## config.mk

```make
export PLATFORM = sky130hd
export DESIGN_NAME = srwe_top
export DESIGN_NICKNAME = d
export VERILOG_FILES = /design/src/verilog/srwe_pkg.sv /design/src/verilog/srwe_top.sv
export SDC_FILE = /design/constraint.sdc
export NUM_CORES = 1
export LEC_CHECK = 0
export BUFFER_PORTS_ARGS = -buffer_cell sky130_fd_sc_hd__clkbuf_2
export CORE_AREA = 2 2 110 112
export CTS_CLUSTER_SIZE = 14
export DETAILED_ROUTE_END_ITERATION = 10
export DIE_AREA = 0 0 112 114
export GPL_ROUTABILITY_DRIVEN = 0
export PLACE_DENSITY = 0.76
export SLEW_MARGIN = 0
export SYNTH_ARGS = -nofsm -noshare
export SYNTH_HDL_FRONTEND = slang
export SYNTH_SLANG_ARGS = --single-unit
```

## constraint.sdc

```tcl
create_clock -name i_clk -period 3.4 [get_ports i_clk]
set_input_delay 0.34 -clock i_clk [delete_from_list [all_inputs] [get_ports i_clk]]
set_output_delay 0.34 -clock i_clk [all_outputs]
set_load 0.1 [all_outputs]
```

## src/verilog/srwe_pkg.sv

```systemverilog
// Constants and register map of the soft reset and wake event block
package srwe_pkg;
    // ----------------------------------------------------------------
    // Register byte addresses
    // ----------------------------------------------------------------
    localparam logic [11:0] ADDR_SOFT_RST = 12'h1F8;
    localparam logic [11:0] ADDR_PMC = 12'h084;
    localparam logic [11:0] ADDR_INTERRUPT_STATUS = 12'h058;
    localparam logic [11:0] ADDR_INT_EN = 12'h05C;
    localparam logic [11:0] ADDR_SRC_A = 12'h120;
    localparam logic [11:0] ADDR_SRC_B = 12'h124;
    localparam logic [11:0] ADDR_MASK_A = 12'h128;
    localparam logic [11:0] ADDR_MASK_B = 12'h12C;
    // ----------------------------------------------------------------
    // Soft reset control bits
    // ----------------------------------------------------------------
    localparam int BIT_DIG_RST = 0;
    localparam int BIT_FIRST_PORT_PHY_RESET_BIT = 1;
    localparam int BIT_SECOND_PORT_PHY_RESET_BIT = 2;
    localparam int BIT_CORE_RST = 6;
    // Internal index of each reset channel
    localparam int CH_DIG = 0;
    localparam int CH_PHY_A = 1;
    localparam int CH_PHY_B = 2;
    localparam int CH_CORE = 3;
    // ----------------------------------------------------------------
    // Power management control fields
    // ----------------------------------------------------------------
    localparam int PMC_EDPD_LSB = 0;
    localparam int PMC_PD_LSB = 2;
    localparam int PMC_WOL_EN_LSB = 4;
    localparam int PMC_WEN_LSB = 14;
    localparam int PMC_WSTS_LSB = 16;
    localparam int PMC_AUTO_WAKE = 28;
    // ----------------------------------------------------------------
    // Interrupt status and enable fields
    // ----------------------------------------------------------------
    localparam int INT_PME = 17;
    localparam int INT_PHY_LSB = 26;
    // PHY source flag and mask fields
    localparam int SRC_ENERGY = 0;
    localparam int SRC_WOL = 1;
    // ----------------------------------------------------------------
    // Timing
    // ----------------------------------------------------------------
    localparam int CLK_PERIOD_NS = 10;
    localparam int PHY_HOLD_NS = 102000;
    localparam int PHY_HOLD_CYC = (PHY_HOLD_NS + CLK_PERIOD_NS - 1) / CLK_PERIOD_NS;
    localparam logic [13:0] DIG_HOLD_CYC = 14'h0010;
    localparam logic [13:0] CORE_HOLD_CYC = 14'h0010;
    localparam int CNT_W = 14;
endpackage

```

## src/verilog/srwe_top.sv

```systemverilog
// Soft reset register and wake event logic
//
// Added by the designer: the plain strobed port.
`timescale 1ns/10ps
// Operation
// - Writing one to bit 6 puts the fieldbus core into reset.
// - Core reset bit clears itself on core release; zero after power-up.
// - Writes to a self-clearing reset bit are ignored while it is one.
// - Bit 2 resets the second PHY, held at least 102 us.
// - Bit 1 resets the first PHY, held at least 102 us.
// - Each PHY reset bit clears itself when its PHY is released.
// - Bit 0 resets the whole chip except PLL and both PHYs.
// - Digital reset returns CSRs to defaults except surviving bits.
// - Digital reset bit clears itself once the chip is released.
// - Reset register readable in any state; partial reads allowed.
// - Energy on cable ends power-down and sets the energy-on flag.
// - Carrier already present at power-down enable reports detection at once.
// - A PHY interrupt is raised only for sources unmasked.
// - PHY interrupts appear in status bits 26 and 27, drive the pin.
// - Any PHY interrupt sets that port's wake status bit.
// - Enabled wake-on-LAN events set the wake source flag.
// - Per-port wake status bits stay latched after the cause goes.
// - Latched wake bits ANDed with enables, ORed into event status.
// - Event status sets whatever its interrupt enable is.
// - Event status gated by its enable, ORed onto interrupt output.
// - With auto wake set, an event wakes the system from low power.
// - Clock disable freezes without reset; block never self-resets on it.
module srwe_top #(
    parameter int PHY_HOLD = srwe_pkg::PHY_HOLD_CYC
) (
    input wire logic i_clk,
    input wire logic i_rst,
    input wire logic [11:0] i_addr,
    input wire logic [31:0] i_wdata,
    input wire logic i_wr,
    input wire logic i_rd,
    input wire logic [1:0] i_phy_energy,
    input wire logic [1:0] i_phy_wol_evt,
    input wire logic i_low_power,
    output logic [31:0] o_rdata,
    output logic o_core_rst,
    output logic [1:0] o_phy_rst,
    output logic o_dig_rst,
    output logic [1:0] o_phy_pwrdn,
    output logic o_irq,
    output logic o_wake
);
    // ----------------------------------------------------------------
    // State
    // ----------------------------------------------------------------
    typedef struct packed {
        logic [31:0] rdata;
        logic [3:0] rst_bits;
        logic [3:0][13:0] cnt;
        logic [1:0] en1;
        logic [1:0] en2;
        logic [1:0] wl1;
        logic [1:0] wl2;
        logic [1:0] wl3;
        logic [1:0] edpd_en;
        logic [1:0] edpd_d;
        logic [1:0] pd;
        logic [1:0] wol_en;
        logic [1:0][1:0] src;
        logic [1:0][1:0] mask;
        logic [1:0] wsts;
        logic [1:0] wen;
        logic auto_wake;
        logic pes;
        logic [2:0] int_en;
        logic irq;
        logic wake;
    } srwe_state_t;

    srwe_state_t q_ff;
    srwe_state_t nxt_q;

    localparam logic [13:0] PHY_HOLD_W = PHY_HOLD[13:0];

    // Hold length of each reset channel
    function automatic logic [13:0] hold_of(input int ch);
        logic [13:0] v;
        v = srwe_pkg::DIG_HOLD_CYC;
        if (ch == srwe_pkg::CH_PHY_A || ch == srwe_pkg::CH_PHY_B) begin
            v = PHY_HOLD_W;
        end else if (ch == srwe_pkg::CH_CORE) begin
            v = srwe_pkg::CORE_HOLD_CYC;
        end
        return v;
    endfunction

    // Position of each reset channel in the soft reset register
    function automatic int bit_of(input int ch);
        int b;
        b = srwe_pkg::BIT_DIG_RST;
        case (ch)
            srwe_pkg::CH_PHY_A: b = srwe_pkg::BIT_FIRST_PORT_PHY_RESET_BIT;
            srwe_pkg::CH_PHY_B: b = srwe_pkg::BIT_SECOND_PORT_PHY_RESET_BIT;
            srwe_pkg::CH_CORE: b = srwe_pkg::BIT_CORE_RST;
            default: b = srwe_pkg::BIT_DIG_RST;
        endcase
        return b;
    endfunction

    logic [1:0] phy_int;
    logic pme_evt;

    always_comb begin
        nxt_q = q_ff;
        phy_int = 2'h0;
        pme_evt = 1'b0;
        nxt_q.rdata = 32'h0000_0000;
        // ------------------------------------------------------------
        // Input synchronisers
        // ------------------------------------------------------------
        nxt_q.en1 = i_phy_energy;
        nxt_q.en2 = q_ff.en1;
        nxt_q.wl1 = i_phy_wol_evt;
        nxt_q.wl2 = q_ff.wl1;
        nxt_q.wl3 = q_ff.wl2;
        nxt_q.edpd_d = q_ff.edpd_en;
        // ------------------------------------------------------------
        // Register reads
        // ------------------------------------------------------------
        // read path always live
        if (i_rd) begin
            case (i_addr)
                srwe_pkg::ADDR_SOFT_RST: begin
                    for (int c = 0; c < 4; c++) begin
                        nxt_q.rdata[bit_of(c)] = q_ff.rst_bits[c];
                    end
                end
                srwe_pkg::ADDR_PMC: begin
                    nxt_q.rdata[srwe_pkg::PMC_EDPD_LSB +: 2] = q_ff.edpd_en;
                    nxt_q.rdata[srwe_pkg::PMC_PD_LSB +: 2] = q_ff.pd;
                    nxt_q.rdata[srwe_pkg::PMC_WOL_EN_LSB +: 2] = q_ff.wol_en;
                    nxt_q.rdata[srwe_pkg::PMC_WEN_LSB +: 2] = q_ff.wen;
                    nxt_q.rdata[srwe_pkg::PMC_WSTS_LSB +: 2] = q_ff.wsts;
                    nxt_q.rdata[srwe_pkg::PMC_AUTO_WAKE] = q_ff.auto_wake;
                end
                srwe_pkg::ADDR_INTERRUPT_STATUS: begin
                    nxt_q.rdata[srwe_pkg::INT_PHY_LSB] = |(q_ff.src[0] & q_ff.mask[0]);
                    nxt_q.rdata[srwe_pkg::INT_PHY_LSB + 1] = |(q_ff.src[1] & q_ff.mask[1]);
                    nxt_q.rdata[srwe_pkg::INT_PME] = q_ff.pes;
                end
                srwe_pkg::ADDR_INT_EN: begin
                    nxt_q.rdata[srwe_pkg::INT_PHY_LSB +: 2] = q_ff.int_en[1:0];
                    nxt_q.rdata[srwe_pkg::INT_PME] = q_ff.int_en[2];
                end
                srwe_pkg::ADDR_SRC_A: nxt_q.rdata[1:0] = q_ff.src[0];
                srwe_pkg::ADDR_SRC_B: nxt_q.rdata[1:0] = q_ff.src[1];
                srwe_pkg::ADDR_MASK_A: nxt_q.rdata[1:0] = q_ff.mask[0];
                srwe_pkg::ADDR_MASK_B: nxt_q.rdata[1:0] = q_ff.mask[1];
                default: nxt_q.rdata = 32'h0000_0000;
            endcase
        end
        // ------------------------------------------------------------
        // Reset channels
        // ------------------------------------------------------------
        for (int c = 0; c < 4; c++) begin
            // PHY bit clears on PHY release
            // digital bit clears on chip release
            if (q_ff.cnt[c] != 14'h0000) begin
                nxt_q.cnt[c] = q_ff.cnt[c] - 14'h0001;
                if (q_ff.cnt[c] == 14'h0001) begin
                    nxt_q.rst_bits[c] = 1'b0;
                end
            end
            if (i_wr && i_addr == srwe_pkg::ADDR_SOFT_RST && !q_ff.rst_bits[c]
                && i_wdata[bit_of(c)]) begin
                nxt_q.rst_bits[c] = 1'b1;
                nxt_q.cnt[c] = hold_of(c);
            end
        end
        // ------------------------------------------------------------
        // Other register writes, clears before hardware sets
        // ------------------------------------------------------------
        if (i_wr && !q_ff.rst_bits[srwe_pkg::CH_DIG]) begin
            case (i_addr)
                srwe_pkg::ADDR_PMC: begin
                    nxt_q.edpd_en = i_wdata[srwe_pkg::PMC_EDPD_LSB +: 2];
                    nxt_q.wol_en = i_wdata[srwe_pkg::PMC_WOL_EN_LSB +: 2];
                    nxt_q.wen = i_wdata[srwe_pkg::PMC_WEN_LSB +: 2];
                    nxt_q.wsts = q_ff.wsts & ~i_wdata[srwe_pkg::PMC_WSTS_LSB +: 2];
                    nxt_q.auto_wake = i_wdata[srwe_pkg::PMC_AUTO_WAKE];
                end
                srwe_pkg::ADDR_INTERRUPT_STATUS: begin
                    nxt_q.pes = q_ff.pes & ~i_wdata[srwe_pkg::INT_PME];
                end
                srwe_pkg::ADDR_INT_EN: begin
                    nxt_q.int_en[1:0] = i_wdata[srwe_pkg::INT_PHY_LSB +: 2];
                    nxt_q.int_en[2] = i_wdata[srwe_pkg::INT_PME];
                end
                srwe_pkg::ADDR_SRC_A: nxt_q.src[0] = q_ff.src[0] & ~i_wdata[1:0];
                srwe_pkg::ADDR_SRC_B: nxt_q.src[1] = q_ff.src[1] & ~i_wdata[1:0];
                srwe_pkg::ADDR_MASK_A: nxt_q.mask[0] = i_wdata[1:0];
                srwe_pkg::ADDR_MASK_B: nxt_q.mask[1] = i_wdata[1:0];
                default: nxt_q.pes = nxt_q.pes;
            endcase
        end
        // ------------------------------------------------------------
        // Per-port energy detect and wake-on-LAN
        // ------------------------------------------------------------
        for (int p = 0; p < 2; p++) begin
            if (q_ff.edpd_en[p] && !q_ff.en2[p]) begin
                nxt_q.pd[p] = 1'b1;
            end
            if (!q_ff.edpd_en[p]) begin
                nxt_q.pd[p] = 1'b0;
            end
            // carrier at enable detects at once
            if (q_ff.edpd_en[p] && q_ff.en2[p] && (q_ff.pd[p] || !q_ff.edpd_d[p])) begin
                nxt_q.pd[p] = 1'b0;
                nxt_q.src[p][srwe_pkg::SRC_ENERGY] = 1'b1;
            end
            if (q_ff.wol_en[p] && q_ff.wl2[p] && !q_ff.wl3[p]) begin
                nxt_q.src[p][srwe_pkg::SRC_WOL] = 1'b1;
            end
            phy_int[p] = |(q_ff.src[p] & q_ff.mask[p]);
            if (phy_int[p]) begin
                nxt_q.wsts[p] = 1'b1;
            end
        end
        pme_evt = |(q_ff.wsts & q_ff.wen);
        if (pme_evt) begin
            nxt_q.pes = 1'b1;
        end
        nxt_q.irq = |({q_ff.pes, phy_int} & q_ff.int_en);
        nxt_q.wake = pme_evt && q_ff.auto_wake && i_low_power;
        // ------------------------------------------------------------
        // Digital reset of the CSRs, wake status survives
        // ------------------------------------------------------------
        // defaults except surviving bits
        if (q_ff.rst_bits[srwe_pkg::CH_DIG]) begin
            nxt_q.edpd_en = 2'h0;
            nxt_q.pd = 2'h0;
            nxt_q.wol_en = 2'h0;
            nxt_q.wen = 2'h0;
            nxt_q.auto_wake = 1'b0;
            nxt_q.pes = 1'b0;
            nxt_q.int_en = 3'h0;
            nxt_q.src = '0;
            nxt_q.mask = '0;
            nxt_q.irq = 1'b0;
            nxt_q.wake = 1'b0;
        end
    end

    always_ff @(posedge i_clk or posedge i_rst) begin
        if (i_rst) begin
            q_ff <= '0;
        end else begin
            q_ff <= nxt_q;
        end
    end

    assign o_rdata = q_ff.rdata;
    assign o_core_rst = q_ff.rst_bits[srwe_pkg::CH_CORE];
    assign o_phy_rst = q_ff.rst_bits[srwe_pkg::CH_PHY_B:srwe_pkg::CH_PHY_A];
    assign o_dig_rst = q_ff.rst_bits[srwe_pkg::CH_DIG];
    assign o_phy_pwrdn = q_ff.pd;
    assign o_irq = q_ff.irq;
    assign o_wake = q_ff.wake;

    // ----------------------------------------------------------------
    // Assertions
    // ----------------------------------------------------------------
    logic [13:0] phya_len_ff;
    always_ff @(posedge i_clk or posedge i_rst) begin
        if (i_rst) begin
            phya_len_ff <= 14'h0000;
        end else if (o_phy_rst[0]) begin
            phya_len_ff <= phya_len_ff + 14'h0001;
        end else begin
            phya_len_ff <= 14'h0000;
        end
    end

    logic [13:0] phyb_len_ff;
    always_ff @(posedge i_clk or posedge i_rst) begin
        if (i_rst) begin
            phyb_len_ff <= 14'h0000;
        end else if (o_phy_rst[1]) begin
            phyb_len_ff <= phyb_len_ff + 14'h0001;
        end else begin
            phyb_len_ff <= 14'h0000;
        end
    end
endmodule

```

-- Word level (Yosys, flattened, before mapping)
Index checks and enable logic that the tools add are counted.
- bits in registers: 129
- latch bits: 0
- bits in writable memories: 0
- bits in read-only memories: 0
- input bits: 53
- output and inout port bits: 40
- word-level logic and storage cells: 235
- memories: 0
- $add $sub $neg: 4
- $mul: 0
- div/mod/pow operators: 0
- $lt $le $gt $ge: 8
- eq/ne operators: 14
- shifts and indexed selects: 0
- multiplexer cells: 76
- bitwise operators: 12
- reductions and logical operators: 88
- operator list (cell ; count):
    32-bit two-way mux ; 9
    32-bit by 1-bit >= comparator with 1-bit output (second input constant) ; 4
    32-bit by 7-bit < comparator with 1-bit output (second input constant) ; 4
    14-bit two-way mux ; 8
    32-bit bitwise mux ; 3
    12-bit by 9-bit == test with 1-bit output (second input constant) ; 5
    14-bit by 1-bit == test with 1-bit output (second input constant) ; 4
    14-bit nonzero test ; 4
    14-bit by 1-bit subtractor with 14-bit output (second input constant) ; 4
    2-bit nonzero test ; 17
    32-bit bitwise AND ; 1
    1-bit two-way mux ; 30
    2-bit AND reduction ; 15
    3-bit nonzero test ; 10
    1-bit logical AND ; 26
    12-bit by 7-bit == test with 1-bit output (second input constant) ; 2
    1-bit demux with 5-bit select ; 4
    19-bit two-way mux ; 1
    2-bit two-way mux ; 8
    8-bit two-way mux ; 2
    2-bit bitwise AND ; 6
    12-bit by 8-bit == test with 1-bit output (second input constant) ; 1
    12-bit two-way mux ; 1
    2-bit one-hot mux with 6 select lines ; 1
    17 further kinds ; 32

-- Logic depth before layout (Yosys ltp)
Gate-level depths: netlist (run 1).
- depth after elaboration: 13
- mapped depth: 9
- mapped depth without buffers: 6

-- Least setup slack after synthesis (run 1)
Ideal clock, no wire load.
- path kind: flip-flop to flip-flop
- start point: reg q_ff[65] (netlist name)
- end point: reg q_ff[73] (netlist name)
- library setup time: 136 ps
- data arrival time: 1958 ps
- required time: 3264 ps
- setup slack: 1305 ps
- stages on the path, launching flop included: 7
- path buffers: 0
- cell sequence: dfrtp_1 inv_1 ha_1 or4b_1 a211oi_1 nor2_1 or3b_2
- cells in the longest elaborated chain, start to end: 3
- elaborated cells on any way between the ends: 5
- those cells by class: add/sub (1); mux (2); reduce/logical (2)
- RTL lines (what ; line ; RTL):
    start: declaration ; srwe_top.sv:75 ; srwe_state_t q_ff;
    start signal: assignment ; srwe_top.sv:253 ; q_ff <= nxt_q;
    14-bit by 1-bit subtractor with 14-bit output ; srwe_top.sv:164 ; nxt_q.cnt[c] = q_ff.cnt[c] - 14'h0001;
    14-bit two-way mux ; srwe_top.sv:163 ; if (q_ff.cnt[c] != 14'h0000) begin
    14-bit two-way mux ; srwe_top.sv:169 ; if (i_wr && i_addr == srwe_pkg::ADDR_SOFT_RST && !q_ff.rst_bits[c]
Parallel ways exist; a longest one is shown, timed or not. The select of a mux whose other input is x is not followed.
A chain may end at the register's enable or synchronous reset.

-- Final worst setup path (run 1)
- start point: reg q_ff[51] (netlist name)
- end point: reg q_ff[55] (netlist name)
Same word-level chain as after synthesis.

==> results of run 1 <==
cell usage after synthesis, types with 8 or more instances:
master / instances
o21ai_0: 14
nand4b_1: 9
buf_4: 37
o31ai_1: 12
nand3_1: 23
a211oi_1: 8
nand2_1: 48
a21oi_1: 28
nand2b_1: 15
nor3_1: 16
and3_1: 12
or4_1: 12
inv_1: 24
nand4_1: 15
nor2_1: 41
dfrtp_1: 111
mux2i_1: 17
buf_2: 8
or3_1: 15
nor3b_1: 14
nor4_1: 10
ha_1: 12
clkbuf_1: 15
and4_1: 9
stage by stage:
step,hold WS [ns],util [%]
6_report,0.08103,54.57
4_1_cts,0.07400,54.57
3_3_place_gp,0.3338,51.84
2_1_floorplan,0.3312,-
3_5_place_dp,0.3355,51.84
5_1_grt,0.07339,54.57
cells by family after synthesis:
kind of cell	after synthesis	synth area share [%]
AO/OA/AOI/OAI	95	10.61
XOR/XNOR	4	0.5952
adder cells (fa/ha/maj)	12	2.550
buffers and inverters	85	7.949
flip-flops	111	47.18
multiplexers	20	3.847
other	1	0.06370
AND/OR/NAND/NOR	275	27.21
flip-flops by register name, indices dropped and copies added (netlist names):
name         flops
o_wake           1
o_dig_rst        1
o_irq            1
o_phy_pwrdn      2
o_core_rst       1
nxt_q            8
o_phy_rst        2
q_ff            81
o_rdata         14
worst min-delay path by stage:
stage	startpoint	to	slack [ns]
5_1_grt	i_phy_wol_evt[0]	nxt_q[29]	0.07
4_1_cts	i_phy_wol_evt[0]	nxt_q[29]	0.07
2_1_floorplan	nxt_q[29]	nxt_q[27]	0.33
3_3_place_gp	nxt_q[29]	nxt_q[27]	0.33
3_5_place_dp	nxt_q[30]	nxt_q[28]	0.34
6_report	i_phy_wol_evt[1]	nxt_q[30]	0.08
power by group:
part / leakage (nW) / switching (W) / internal [W]
registers: 1.33 / 0.000167 / 0.00145
logic: 1.26 / 0.000248 / 0.000148
clock network: 0.156 / 0.000492 / 0.000648
cell type report:
| type | instances | area [sq um] | share of cell area [%] |
|---|---|---|---|
| multi-input cells | 424 | 2711 | 42.42 |
| well taps | 147 | 183.9 | 2.878 |
| clock inverters | 6 | 95.09 | 1.488 |
| clock buffers | 9 | 225.2 | 3.524 |
| flip-flops and latches | 111 | 2778 | 43.46 |
| repair buffers | 59 | 305.3 | 4.777 |
| inverters | 24 | 92.59 | 1.449 |
worst max-delay path: stages (launching register included):
cell	delay, ns
dfrtp_1	0.43
inv_1	0.13
ha_1	0.18
nor3b_1	0.62
nand4_1	0.40
a311oi_1	0.38
nor2_1	0.08
routing by layer:
layer  wire length, um  vias to the layer above  track usage, %
li1                  -                     2198               -
met1              5477                     2305           25.26
met2              6205                      130           35.11
met3               562                       18           3.294
met4               257                        0           8.455
met5                 0                        -               0
==> run summary, run 1 <==
Max-cap violation count: 0
Total Routing Usage GR: 20.20%
Share of cells above drive strength 1: 13.59%
Async SR Flop Fraction: 100.0%
Post-cts resize count: 0
Reg2Reg Launch Point: q_ff[51]
Clock sinks: 111
Die height: 114 um
Critical path destination: q_ff[55]
Final hold violations: 0
Worst Setup End Kind: flop
CTS tree: done
Post-synth EDFFs: 0
Placed instance area: 6071 sq um
Crit path DAT: 2.58 ns
WS Path Type: reg2reg
Via count: 4651
RSZ-0062 raised after global routing: no
Worst Reg-to-Reg Cells: 6
Design area: 6391 sq um
Starting density of the core: 50.27%
FF-to-FF End: q_ff[55]
Hold Path Class: in2reg
Drt first pass iters: 7
Clock skew: 0.004608 ns
Post-DP HPWL: 8810 um
Final Net Count: 694
Syn Area/Cell: 9.763 sq um
Ys flop type: dfrtp_1
Leak: 2.747 nW
Global route overflow: 0
Flop and latch count out of synthesis: 111
Min-Delay Path Depth: 1
Routed WL: 12500 um
CTS clk-pin slew, worst paths: 0.07 ns
Relative slew slack: 35.38%
Die ar.: 12770 sq um
CTS buffer count: 9
Total power: 0.003150 W
Worst skew pair latency: 0.36 ns
Most common cell after layout, fill and taps aside: dfrtp_1
Sequential area share after synthesis: 47.18%
Final cell count without fillers: 780
Most frequent cells in the layout: dfrtp_1, clkbuf_2, nand2_1
Vias per cell: 5.963
Area leader, netlist: dfrtp_1
Starting DRC count in detailed routing: 315
# rows: 40
Antenna violations before repair: 0
Critical path peak fanout: 7
Core area: 11710 sq um
Die W: 112 um
I/O pin count: 93
IO Port Bufs: 55
H-Tree Depth: 3
Hold-fix buffers, CTS: 0
Setup violations, final: 0
Drt drc: 0
N_diodes: 0
Minimum clock period: 2.338 ns
Required @ worst endpoint: 3.65 ns
Slew @ Worst Pin: 0.9605 ns
Power Dens Cells: 492.9 nW/um^2
Layout fillers: 1028
Placed cell count: 765
Critical path origin: q_ff[51]
Max-slew violation count: 0
Area contributors post-synth: dfrtp_1, buf_4, nand2_1
Area of the mapped netlist: 5887 sq um
Routed len/inst: 16.03 um
Fmax: 427.8 MHz
Root Buffer: clkbuf_16
Pre-CTS WS: 1.062 ns
Area delta synth->final: 8.565%
Status: finished, final reports clean
# Post-CTS Setup Buffers: 0
Post-synth top area share: 47.18%
Largest net degree at the start of global routing: 67
Reg2Reg Setup Slack: 1.06 ns
Synth Warn #: 0
Startpoint types: flop
Post-DRT Antenna Nets: 0
First-pass GRT wire length: 20930 um
Cells after synthesis: 603
Min setup slack post-route: 1.062 ns
Post-synth cell types: 59
Setup TNS: 0 ns
Final period utilization: 68.76%
Max clock buf depth: 2
Vias in the first global route: 4447
Worst VDD drop: 0.3306 mV
Note: power is estimated with default switching activity, not from simulation.
==> run 2, diff against run 1 <==
--- a/config.mk
+++ b/config.mk
@@ -6,12 +6,12 @@
 export NUM_CORES = 1
 export LEC_CHECK = 0
 export BUFFER_PORTS_ARGS = -buffer_cell sky130_fd_sc_hd__clkbuf_2
-export CORE_AREA = 2 2 110 112
+export CORE_AREA = 2 2 105 107
 export CTS_CLUSTER_SIZE = 14
 export DETAILED_ROUTE_END_ITERATION = 10
-export DIE_AREA = 0 0 112 114
+export DIE_AREA = 0 0 107 109
 export GPL_ROUTABILITY_DRIVEN = 0
-export PLACE_DENSITY = 0.76
+export PLACE_DENSITY = 0.79
 export SLEW_MARGIN = 0
 export SYNTH_ARGS = -nofsm -noshare
 export SYNTH_HDL_FRONTEND = slang
==> constraint.sdc (replaced) <==
create_clock -name i_clk -period 2.35 [get_ports i_clk]
set_input_delay 0.235 -clock i_clk [delete_from_list [all_inputs] [get_ports i_clk]]
set_output_delay 0.235 -clock i_clk [all_outputs]
set_load 0.1 [all_outputs]
==> run summary, run 2 (synthesis gave the netlist of run 1 again) <==
Status: finished, final reports clean
Slew @ Worst Pin: 0.8010 ns (-0.1595 ns)
Top reg by flops: q_ff
Drt drc: 0 (unchanged)
Post-DP HPWL: 8704 um (-1.2%)
RSZ-0062 raised after global routing: no
Most frequent cells in the layout: dfrtp_1, clkbuf_2, nand2_1
Crit-path slowest cell: or4b_1
Max FFs per register: 81 (unchanged)
Fmax: 451.0 MHz (+5.4%)
Min Hold Slack: 0.001487 ns (-0.07955 ns)
Starting DRC count in detailed routing: 311 (-1.3%)
H-Tree Depth: 3 (unchanged)
First-pass GRT wire length: 21030 um (+0.46%)
Vias in the first global route: 4630 (+4.1%)
Root Buffer: clkbuf_8
Critical path origin: q_ff[65]
Worst VDD drop: 0.2962 mV (-10%)
CP delay by family, top: simple AND/OR/NAND/NOR gates
Routed len/inst: 15.64 um (-2.4%)
Routed WL: 12360 um (-1.2%)
Vias per cell: 5.885 (-1.3%)
Max incr delay on CP: 0.50 ns (-0.12 ns)
Minimum clock period: 2.217 ns (-0.1207 ns)
Largest net degree at the start of global routing: 112 (+67%)
Crit path DAT: 2.47 ns (-0.11 ns)
Sequential Area: 2778 sq um (unchanged)
Final Net Count: 711 (+2.4%)
CTS tree: done
Die ar.: 11660 sq um (-8.7%)
Crit-path cells: inv_1 > ha_1 > or4b_1 > a211oi_1 > nor2_1 > or3b_2
Die W: 107 um (-4.5%)
Leak: 2.777 nW (+1.1%)
Global route overflow: 0 (unchanged)
Final hold violations: 0 (unchanged)
Area delta synth->final: 9.224%
Clock sinks: 111 (unchanged)
Required @ worst endpoint: 2.60 ns (-1.05 ns)
Starting density of the core: 55.52% (+5.3 points)
Critical path peak fanout: 5 (-2)
Max clock buf depth: 2 (unchanged)
Final period utilization: 94.34% (+26 points)
Worst Setup End Kind: flop
Antenna violations before repair: 0 (unchanged)
Share of cells above drive strength 1: 15.23% (+1.6 points)
Max-slew violation count: 0 (unchanged)
Clock skew: 0.005971 ns (+0.001362 ns)
N_diodes: 0 (unchanged)
Via count: 4649 (-0.043%)
Worst skew pair latency: 0.37 ns (about the same)
Drt first pass iters: 4 (-3)
Power Dens Cells: 653.5 nW/um^2 (+33%)
Worst Path Buf+Inv: 1 (unchanged)
Reg2Reg Launch Point: q_ff[65]
IO Port Bufs: 55 (unchanged)
Most common cell after layout, fill and taps aside: dfrtp_1
Die height: 109 um (-4.4%)
Setup TNS: 0 ns (unchanged)
Relative slew slack: 45.87% (+10 points)
Hold Path Class: in2async
Post-DRT Antenna Nets: 0 (unchanged)
Total Routing Usage GR: 22.52% (+2.3 points)
Core area: 10600 sq um (-9.5%)
WS Path Type: reg2reg
I/O pin count: 93 (unchanged)
Max-cap violation count: 0 (unchanged)
Multi-input logic area: 2711 sq um (unchanged)
Setup violations, final: 0 (unchanged)
# rows: 38 (-5.0%)
CTS buffer count: 9 (unchanged)
Startpoint types: flop
Layout fillers: 877 (-15%)
CTS clk-pin slew, worst paths: 0.10 ns (+0.03 ns)
## run 2: cell types whose count changed in the layout (fill, tap and decap cells not counted), sizes merged
cell,before,now
dlygate4sd3,0,4
clkinvlp,0,3
buf,4,17
clkinv,3,0
## run 2: final cells by class
cell class	instances	share of cell area (%)
Timing Repair Buffer	76	7.083
Sequential cell	111	43.20
Tap cell	140	2.724
Clock inverter	6	1.440
Inverter	24	1.459
Clock buffer	9	1.926
Multi-Input combinational cell	424	42.17
## run 2: per-stage QoR
stage | cell area, sq um | utilization, % | cells | total power, W | setup slack (ns)
2_1_floorplan | 5954 | - | 620 | 0.002796 | 0.2555
3_3_place_gp | 6173 | 58.23 | 771 | 0.002919 | 0.2032
3_5_place_dp | 6173 | 58.23 | 771 | 0.002963 | 0.1693
4_1_cts | 6430 | 60.64 | 790 | 0.004216 | 0.1530
5_1_grt | 6430 | 60.64 | 790 | 0.004407 | 0.03578
6_report | 6430 | 60.64 | 790 | 0.004202 | 0.1329
## run 2: per-layer routing
| layer | wire length, um | GRT usage (%) | share of wire [%] | vias up |
|---|---|---|---|---|
| met3 | 556 | 3.885 | 4.5 | 24 |
| met5 | 0 | 0 | 0 | - |
| li1 | - | - | - | 2223 |
| met4 | 243 | 8.163 | 2.0 | 0 |
| met2 | 6036 | 38.17 | 49 | 139 |
| met1 | 5520 | 29.28 | 45 | 2263 |
## run 2: tightest hold or removal path, cell delays in order
cell and delay, ns:
clkbuf_2 0.10, clkinvlp_4 0.07, buf_12 0.43
## run 2: final timing paths
kind | cells past startpoint | to | slack (ns)
max | 6 | q_ff[73] | 0.13
min | 3 | q_ff[43] | 0.001
max reg2reg | 6 | q_ff[73] | 0.13
min reg2reg | 0 | q_ff[34] | 0.36
max in group asynchronous | 3 | q_ff[49] | 1.92
min in group i_clk | 3 | o_wake | 0.07
## run 2: power by group
part           leakage (nW)  internal [W]  switching [W]
Combinational          1.35      0.000237       0.000373
Clock                 0.102      0.000602       0.000657
Sequential             1.33       0.00209       0.000239
Total                  2.78       0.00293        0.00127
## run 2: timing repair
item / 4_1_cts / 5_1_grt
hold buffers: 4 / 0
resized for setup: 0 / 0
setup buffers: 0 / 0
setup endpoints to repair: 0 / 0
endpoints found under the hold margin: 4 / 0
